**src/inc/servo_cfg_defs.svh**
```systemverilog
`ifndef SERVO_CFG_DEFS_SVH
`define SERVO_CFG_DEFS_SVH

// register byte offsets
`define A_PEAK 8'h00
`define A_AVG 8'h04
`define A_DB 8'h08
`define A_DGP 8'h0c
`define A_DGM 8'h10
`define A_IGP 8'h14
`define A_IGM 8'h18
`define A_IL 8'h1c
`define A_GSW 8'h20
`define A_ST 8'h24
`define A_MASK 8'h28
`define A_CTRL 8'h2c

// limits and reset values, currents in mA, speed in milli-rps
`define PEAK_MAX 16'h2134
`define AVG_MAX 16'h1d4c
`define DB_MAX 28'ha000000
`define DB_RST 28'h0000000
`define PCT_MAX 7'h63
`define DGP_RST 7'h1e
`define IGP_RST 7'h32
`define GMAX_MAX 15'h7fff
`define DGM_RST 15'h0190
`define IGM_RST 15'h2328
`define IL_MAX 31'h7fffffff
`define IL_RST 31'h0000ffff
`define PCT_DIV 7'h64
`define SPEED_FULL 16'h07d0
`define HIRES_SHIFT 4

// status bits
`define ST_PEAK 0
`define ST_AVG 1
`define ST_SLIP 2
`define ST_W 3

`endif

```
**src/inc/servo_cfg_pkg.sv**
```systemverilog
`default_nettype none
package servo_cfg_pkg;
	typedef logic [15:0] cur_t;
	typedef logic [6:0] pct_t;
	typedef logic [14:0] gain_t;
	// gain switching mode codes, 0 is the bare query
	typedef enum logic [2:0] {
		GS_QUERY, GS_DERIV_OFF, GS_DERIV_ON, GS_TORQ_OFF, GS_TORQ_ON
	} gsw_code_t;
endpackage
`default_nettype wire

```
**src/inc/gain_if.sv**
```systemverilog
`default_nettype none
interface gain_if;
	logic [14:0] gmax;
	logic [6:0] pct;
	logic [15:0] speed;
	logic scale_en;
	logic [14:0] gain;
	modport cfg(output gmax, output pct, output speed, output scale_en,
		input gain);
	modport calc(input gmax, input pct, input speed, input scale_en,
		output gain);
endinterface
`default_nettype wire

```
**src/gain_scale.sv**
```systemverilog
`include "servo_cfg_defs.svh"
`default_nettype none
module gain_scale
	import servo_cfg_pkg::*;
(
	input wire logic core_clk,
	input wire logic rst_n,
	gain_if.calc g
);
	logic [21:0] prod;
	gain_t base;
	logic [30:0] sprod;
	gain_t nxt_gain;
	gain_t gain_ff;

	// percentage of maximum, then optional speed taper
	always_comb begin
		prod = g.gmax * g.pct;
		base = 15'(prod / `PCT_DIV);
		sprod = base * g.speed;
		nxt_gain = base;
		if (g.scale_en && g.speed < `SPEED_FULL) begin
			nxt_gain = 15'(sprod / `SPEED_FULL);
		end
	end

	// registered gain
	always_ff @(posedge core_clk or negedge rst_n) begin
		if (!rst_n) begin
			gain_ff <= '0;
		end else begin
			gain_ff <= nxt_gain;
		end
	end
	assign g.gain = gain_ff;
endmodule
`default_nettype wire

```
**src/servo_gain_and_current_limit_config.sv**
```systemverilog
`include "servo_cfg_defs.svh"
`default_nettype none
module servo_gain_and_current_limit_config
	import servo_cfg_pkg::*;
#(
	parameter logic [15:0] TORQ_THRESH = 16'h0100
) (
	input wire logic core_clk,
	input wire logic rst_n,
	input wire logic [7:0] addr,
	input wire logic [31:0] wdata,
	input wire logic wr_stb,
	input wire logic rd_stb,
	output logic [31:0] rd_data,
	input wire logic [15:0] meas_current,
	input wire logic [15:0] avg_current,
	input wire logic signed [31:0] following_error,
	input wire logic [15:0] motor_speed,
	input wire logic loop_tick,
	input wire logic signed [31:0] integ_err,
	input wire logic signed [15:0] loop_torque,
	output logic amp_enable,
	output logic fault,
	output logic slip_fault,
	output logic irq,
	output logic [14:0] d_gain,
	output logic [14:0] i_gain,
	output logic [31:0] integ_sum,
	output logic torque_hires,
	output logic [19:0] amp_torque
);
	cur_t peak_ff, avg_lim_ff;
	logic [27:0] db_ff;
	pct_t dg_pct_ff, ig_pct_ff;
	gain_t dg_max_ff, ig_max_ff;
	logic [30:0] il_ff;
	logic deriv_sw_ff, torq_sw_ff;
	logic [`ST_W-1:0] st_ff, mask_ff, nxt_st, ev;
	logic amp_en_ff, fault_ff, slip_ff, irq_ff, hires_ff;
	logic [31:0] rd_data_ff, rmux;
	logic [19:0] amp_torque_ff;
	logic [31:0] isum_ff, nxt_isum;
	logic signed [32:0] acc, lim_p, lim_n;
	logic peak_trip, avg_trip, slip_now, small_tq;
	logic w_any;

	function automatic logic fits(input logic [31:0] v, input logic [31:0] m);
		return v <= m;
	endfunction

	function automatic logic [31:0] mag32(input logic [31:0] v);
		return v[31] ? 32'(-v) : v;
	endfunction

	// supervision comparisons
	assign peak_trip = meas_current > peak_ff;
	assign avg_trip = amp_en_ff && avg_current > avg_lim_ff;
	assign slip_now = mag32(following_error) > {4'h0, db_ff};
	assign small_tq = mag32(32'(loop_torque)) < {16'h0000, TORQ_THRESH};
	assign w_any = wr_stb;

	// limit and gain settings, out of range writes ignored
	always_ff @(posedge core_clk or negedge rst_n) begin
		if (!rst_n) begin
			peak_ff <= `PEAK_MAX;
			avg_lim_ff <= `AVG_MAX;
			db_ff <= `DB_RST;
			dg_pct_ff <= `DGP_RST;
			dg_max_ff <= `DGM_RST;
			ig_pct_ff <= `IGP_RST;
			ig_max_ff <= `IGM_RST;
			il_ff <= `IL_RST;
		end else if (w_any) begin
			if (addr == `A_PEAK && fits(wdata, 32'(`PEAK_MAX))) begin
				peak_ff <= wdata[15:0];
			end
			if (addr == `A_AVG && fits(wdata, 32'(`AVG_MAX))) begin
				avg_lim_ff <= wdata[15:0];
			end
			if (addr == `A_DB && fits(wdata, 32'(`DB_MAX))) begin
				db_ff <= wdata[27:0];
			end
			if (addr == `A_DGP && fits(wdata, 32'(`PCT_MAX))) begin
				dg_pct_ff <= wdata[6:0];
			end
			if (addr == `A_DGM && fits(wdata, 32'(`GMAX_MAX))) begin
				dg_max_ff <= wdata[14:0];
			end
			if (addr == `A_IGP && fits(wdata, 32'(`PCT_MAX))) begin
				ig_pct_ff <= wdata[6:0];
			end
			if (addr == `A_IGM && fits(wdata, 32'(`GMAX_MAX))) begin
				ig_max_ff <= wdata[14:0];
			end
			if (addr == `A_IL && fits(wdata, 32'(`IL_MAX))) begin
				il_ff <= wdata[30:0];
			end
		end
	end

	// gain switching mode decode, code 0 only reports
	always_ff @(posedge core_clk or negedge rst_n) begin
		if (!rst_n) begin
			deriv_sw_ff <= 1'b0;
			torq_sw_ff <= 1'b1;
		end else if (wr_stb && addr == `A_GSW && wdata[31:3] == 29'h0) begin
			unique case (gsw_code_t'(wdata[2:0]))
				GS_QUERY: begin
				end
				GS_DERIV_OFF: deriv_sw_ff <= 1'b0;
				GS_DERIV_ON: deriv_sw_ff <= 1'b1;
				GS_TORQ_OFF: torq_sw_ff <= 1'b0;
				GS_TORQ_ON: torq_sw_ff <= 1'b1;
				default: begin
				end
			endcase
		end
	end

	// amplifier enable and error flag, trips win over software
	always_ff @(posedge core_clk or negedge rst_n) begin
		if (!rst_n) begin
			amp_en_ff <= 1'b0;
			fault_ff <= 1'b0;
		end else if (peak_trip || avg_trip) begin
			amp_en_ff <= 1'b0;
			fault_ff <= 1'b1;
		end else if (wr_stb && addr == `A_CTRL) begin
			amp_en_ff <= wdata[0];
			if (wdata[0]) begin
				fault_ff <= 1'b0;
			end
		end
	end

	// sticky status, write one to clear, set wins
	always_comb begin
		ev = '0;
		ev[`ST_PEAK] = peak_trip;
		ev[`ST_AVG] = avg_trip;
		ev[`ST_SLIP] = slip_now;
		nxt_st = st_ff;
		if (wr_stb && addr == `A_ST) begin
			nxt_st = st_ff & ~wdata[`ST_W-1:0];
		end
		nxt_st = nxt_st | ev;
	end

	// status, mask and interrupt line
	always_ff @(posedge core_clk or negedge rst_n) begin
		if (!rst_n) begin
			st_ff <= '0;
			mask_ff <= '0;
			irq_ff <= 1'b0;
		end else begin
			st_ff <= nxt_st;
			if (wr_stb && addr == `A_MASK) begin
				mask_ff <= wdata[`ST_W-1:0];
			end
			irq_ff <= |(nxt_st & mask_ff);
		end
	end

	// slip fault output
	always_ff @(posedge core_clk or negedge rst_n) begin
		if (!rst_n) begin
			slip_ff <= 1'b0;
		end else begin
			slip_ff <= slip_now;
		end
	end

	// torque resolution switching
	always_ff @(posedge core_clk or negedge rst_n) begin
		if (!rst_n) begin
			hires_ff <= 1'b0;
			amp_torque_ff <= '0;
		end else begin
			hires_ff <= torq_sw_ff && small_tq;
			if (torq_sw_ff && small_tq) begin
				amp_torque_ff <= {loop_torque, `HIRES_SHIFT'(0)};
			end else begin
				amp_torque_ff <= 20'(loop_torque);
			end
		end
	end

	// integrator accumulate and clamp to the sum limit
	assign lim_p = $signed({2'b00, il_ff});
	assign lim_n = -lim_p;
	always_comb begin
		acc = $signed({isum_ff[31], isum_ff});
		if (loop_tick) begin
			acc = acc + $signed({integ_err[31], integ_err});
		end
		if (acc > lim_p) begin
			nxt_isum = lim_p[31:0];
		end else if (acc < lim_n) begin
			nxt_isum = lim_n[31:0];
		end else begin
			nxt_isum = acc[31:0];
		end
	end

	always_ff @(posedge core_clk or negedge rst_n) begin
		if (!rst_n) begin
			isum_ff <= '0;
		end else begin
			isum_ff <= nxt_isum;
		end
	end

	// read mux, unmapped reads give zero
	always_comb begin
		unique case (addr)
			`A_PEAK: rmux = 32'(peak_ff);
			`A_AVG: rmux = 32'(avg_lim_ff);
			`A_DB: rmux = 32'(db_ff);
			`A_DGP: rmux = 32'(dg_pct_ff);
			`A_DGM: rmux = 32'(dg_max_ff);
			`A_IGP: rmux = 32'(ig_pct_ff);
			`A_IGM: rmux = 32'(ig_max_ff);
			`A_IL: rmux = 32'(il_ff);
			`A_GSW: rmux = {30'h0, torq_sw_ff, deriv_sw_ff};
			`A_ST: rmux = 32'(st_ff);
			`A_MASK: rmux = 32'(mask_ff);
			`A_CTRL: rmux = {30'h0, fault_ff, amp_en_ff};
			default: rmux = '0;
		endcase
	end

	// read data stands only in the cycle after the strobe
	always_ff @(posedge core_clk or negedge rst_n) begin
		if (!rst_n) begin
			rd_data_ff <= '0;
		end else begin
			rd_data_ff <= rd_stb ? rmux : 32'h0000_0000;
		end
	end

	// effective gains
	gain_if dg_if();
	gain_if ig_if();
	assign dg_if.gmax = dg_max_ff;
	assign dg_if.pct = dg_pct_ff;
	assign dg_if.speed = motor_speed;
	assign dg_if.scale_en = deriv_sw_ff;
	assign ig_if.gmax = ig_max_ff;
	assign ig_if.pct = ig_pct_ff;
	assign ig_if.speed = motor_speed;
	assign ig_if.scale_en = 1'b0;

	gain_scale u_dgain (.core_clk(core_clk), .rst_n(rst_n), .g(dg_if));
	gain_scale u_igain (.core_clk(core_clk), .rst_n(rst_n), .g(ig_if));

	// outputs
	assign rd_data = rd_data_ff;
	assign amp_enable = amp_en_ff;
	assign fault = fault_ff;
	assign slip_fault = slip_ff;
	assign irq = irq_ff;
	assign d_gain = dg_if.gain;
	assign i_gain = ig_if.gain;
	assign integ_sum = isum_ff;
	assign torque_hires = hires_ff;
	assign amp_torque = amp_torque_ff;

	// checks
	logic seen_ff;
	always_ff @(posedge core_clk or negedge rst_n) begin
		if (!rst_n) begin
			seen_ff <= 1'b0;
		end else begin
			seen_ff <= 1'b1;
		end
	end
endmodule
`default_nettype wire

```
**config.mk**
```make
export PLATFORM = sky130hd
export DESIGN_NAME = servo_gain_and_current_limit_config
export DESIGN_NICKNAME = d
export VERILOG_FILES = /design/src/inc/servo_cfg_pkg.sv /design/src/inc/gain_if.sv /design/src/gain_scale.sv /design/src/servo_gain_and_current_limit_config.sv
export VERILOG_INCLUDE_DIRS = /design/src /design/src/inc
export SDC_FILE = /design/constraint.sdc
export NUM_CORES = 2
export LEC_CHECK = 0
export BUFFER_PORTS_ARGS = -buffer_cell sky130_fd_sc_hd__buf_2
export CORE_ASPECT_RATIO = 0.75
export CORE_UTILIZATION = 62
export DETAILED_ROUTE_END_ITERATION = 8
export PLACE_DENSITY = 0.82
export SETUP_SLACK_MARGIN = 0.2
export SYNTH_ARGS = -nofsm -noshare
export SYNTH_HDL_FRONTEND = slang
export SYNTH_SLANG_ARGS = --single-unit
```
**constraint.sdc**
```tcl
create_clock -name core_clk -period 50.3 [get_ports core_clk]
set_input_delay 2.515 -clock core_clk [delete_from_list [all_inputs] [get_ports core_clk]]
set_output_delay 2.515 -clock core_clk [all_outputs]
set_load 0.005 [all_outputs]
```
==> results.cfg <==
[outcome]
outcome = completed

[sta]
fin_setup_tns_ns = 0
finalClockSkew_ns = 0.0475
setup_viol = 0
worstMarginPinSlew_ns = 1.32
final-hold-violation-count = 0
period_needed_ns = 42.43
final_max_slew_viol_count = 0
rsz0062_at_grt = no
fmax_mhz = 23.6
min_period_over_period_pct = 84.4
slew_headroom_pct = 11.0

[synthesis]
ys_warn_count = 0
ys.flop_type = dfrtp_1
synth-edff-count = 0
ys_ff_latch = 261
syn-num-nets = 5794
synth_async_sr_flop_share_pct = 100
yosysSeqAreaShare_pct = 15.9
synth.avg_cell_area_um2 = 8.31
syn_inst = 4980
yosysUniqueCellTypes = 143
synth_area_um2 = 41400

[detailed_routing]
viasPerCell = 6.41
first_iter_violations = 3855
ant_nets = 0
dr_total_vias = 38713
drt_first_pass_iters = 8
drc = 0
routedWlPerCell_um = 19.9
detail_route.wirelength_mm = 120

[cells_and_area]
nets = 5947
final_cell_mix = nand2_1, inv_1, ha_1
drive_gt1_share_pct = 13.8
final_common_cell = nand2_1
area_delta_synth_final_pct = 7.34
final_cells = 6036

[clock_tree]
cts_max_level = 1
root_buffer = clkbuf_16
cts_tree = done
clkLatencyLatePin_ns = 0.64
cts_buffer_depth = 3
cts_resized = 0
holdBufCountCts = 0
path_clk_slew_ns = 0.07
cts_sinks = 261
numCtsBuffers = 30
cts_setup_buffers = 0

[worst_setup_path]
crit_required_ns = 50.76
crit_buf_inv = 4
cpPeakStageDelay_ns = 0.88
cp_common_cell = o21ai_0
endpoint_kind = flop
crit_type = flop to flop
arrival_ns = 42.89
cp-start-kind = flop
path_max_fanout = 20
critPathTopFamily = compound AO/OA/AOI/OAI gates
crit_slowest_cell = o21ai_1

[placement]
hpwl_mm = 94.4
numPortBuffers = 290
placedCellCount = 5972
finalWeightedCongestion = 1.00

[hold_path]
hold_path.class = flop to flop

[die]
coreArea_um2 = 65600
die_area_um2 = 67800
ioPinCount = 292
die-height_um = 226
num_rows = 81
die_w_um = 300
initial_core_util_pct = 63.1

[power]
p_leak_uw = 0.0207
ir_drop_v = 0.0000308
powerDensity_nw_per_um2 = 16.5

[global_route]
grt_pass1_vias = 36604
antenna_found_initial = 9
grt_pass1_wl_mm = 195
grt.total_usage_pct = 35.3
grt_max_degree = 111
overflow = 0

[run]
maxCapViolCount = 0
==> where the power goes <==
part           switching [µW]  total [µW]  internal, µW
combinational             155         272           117
sequential               10.8         232           221
clock                     103         232           128
total                     269         735           466
==> layer usage <==
layer,routed length (µm),GRT usage (%),share of wire [%],vias to the layer above
li1,-,-,-,17839
met1,53100,52.4,44,18677
met2,50400,51.4,42,1964
met3,13400,8.46,11,231
met4,3020,8.59,2.5,2
met5,13,0,0.011,-
==> cells in the mapped netlist (27+ instances only) <==
master | n | area share (%)
and3_1 | 31 | 0.47
o211ai_1 | 41 | 0.74
dfstp_2 | 44 | 2.8
a21boi_0 | 28 | 0.51
nor4_1 | 39 | 0.59
and2_1 | 206 | 3.1
nor2_1 | 270 | 2.4
o21ai_0 | 238 | 2.9
a21oi_1 | 228 | 2.8
xnor2_1 | 192 | 4.1
inv_1 | 513 | 4.7
or2_2 | 27 | 0.41
o21ai_1 | 46 | 0.56
nand2b_1 | 50 | 0.76
a21o_1 | 69 | 1.3
ha_1 | 332 | 10
o21bai_1 | 35 | 0.63
mux2_2 | 130 | 3.5
a22oi_1 | 63 | 1.1
o31ai_1 | 39 | 0.71
clkbuf_1 | 148 | 1.3
nor3_1 | 122 | 1.5
fa_1 | 309 | 15
nand4_1 | 52 | 0.79
o21a_1 | 31 | 0.56
a31oi_1 | 68 | 1.0
a211oi_1 | 32 | 0.58
dfrtp_1 | 217 | 13
or3_1 | 32 | 0.48
mux2i_1 | 88 | 2.1
xor2_1 | 37 | 0.78
nand3_1 | 88 | 1.1
nor2b_1 | 52 | 0.79
nand2_1 | 561 | 5.1
==> stage by stage <==
step                      hold WS (ns)  power, µW  setup slack (ns)  cell area (µm²)  utilization, %
after floorplan                  0.468        424             16.22            41400               -
after global placement           0.487        493             10.77            43400            66.2
after detailed placement         0.500        501              9.19            43400            66.2
after CTS                        0.518        733              8.96            44400            67.7
after global routing             0.555        777              4.78            44400            67.8
final                            0.524        735              7.87            44400            67.8
==> final cells by class <==
type | count | area [µm²]
fillers | 5258 | 21100
multi-input cells | 3999 | 32000
clock inverters | 16 | 200
clock buffers | 40 | 828
diodes | 8 | 20.0
repair buffers | 325 | 1720
flip-flops and latches | 261 | 6590
inverters | 516 | 1940
well taps | 871 | 1090
==> cell families after synthesis <==
logic type               synth area share, %
AND/OR/NAND/NOR                         19.7
flip-flops                              15.9
buffers and inverters                   6.78
AO/OA/AOI/OAI                           21.1
adder cells (fa/ha/maj)                 25.5
other                                0.00906
multiplexers                            5.94
XOR/XNOR                                5.07
==> registers in the layout (all words and copies together) (netlist names), 7 cells and up <==
name	cells
db_ff	28
avg_lim_ff	16
u_igain.g.gain	15
rd_data	31
dg_if.pct	7
ig_if.gmax	15
u_dgain.g.gain	15
amp_torque	20
il_ff	31
ig_if.pct	7
dg_if.gmax	15
integ_sum	32
peak_ff	16
==> worst paths after layout <==
path                         startpoint  depth (start not counted)                end  slack [ns]
max                        dg_if.pct[6]                        128  u_dgain.g.gain[0]        7.87
min                         peak_ff[15]                          1        peak_ff[15]        0.52
max reg2reg                dg_if.pct[6]                        128  u_dgain.g.gain[0]        7.87
min reg2reg                 peak_ff[15]                          1        peak_ff[15]        0.52
max in group asynchronous         rst_n                          3      integ_sum[13]       45.79
min in group asynchronous         rst_n                          1      amp_torque[5]        1.94
No activity file was read; power rests on OpenSTA's default activity.
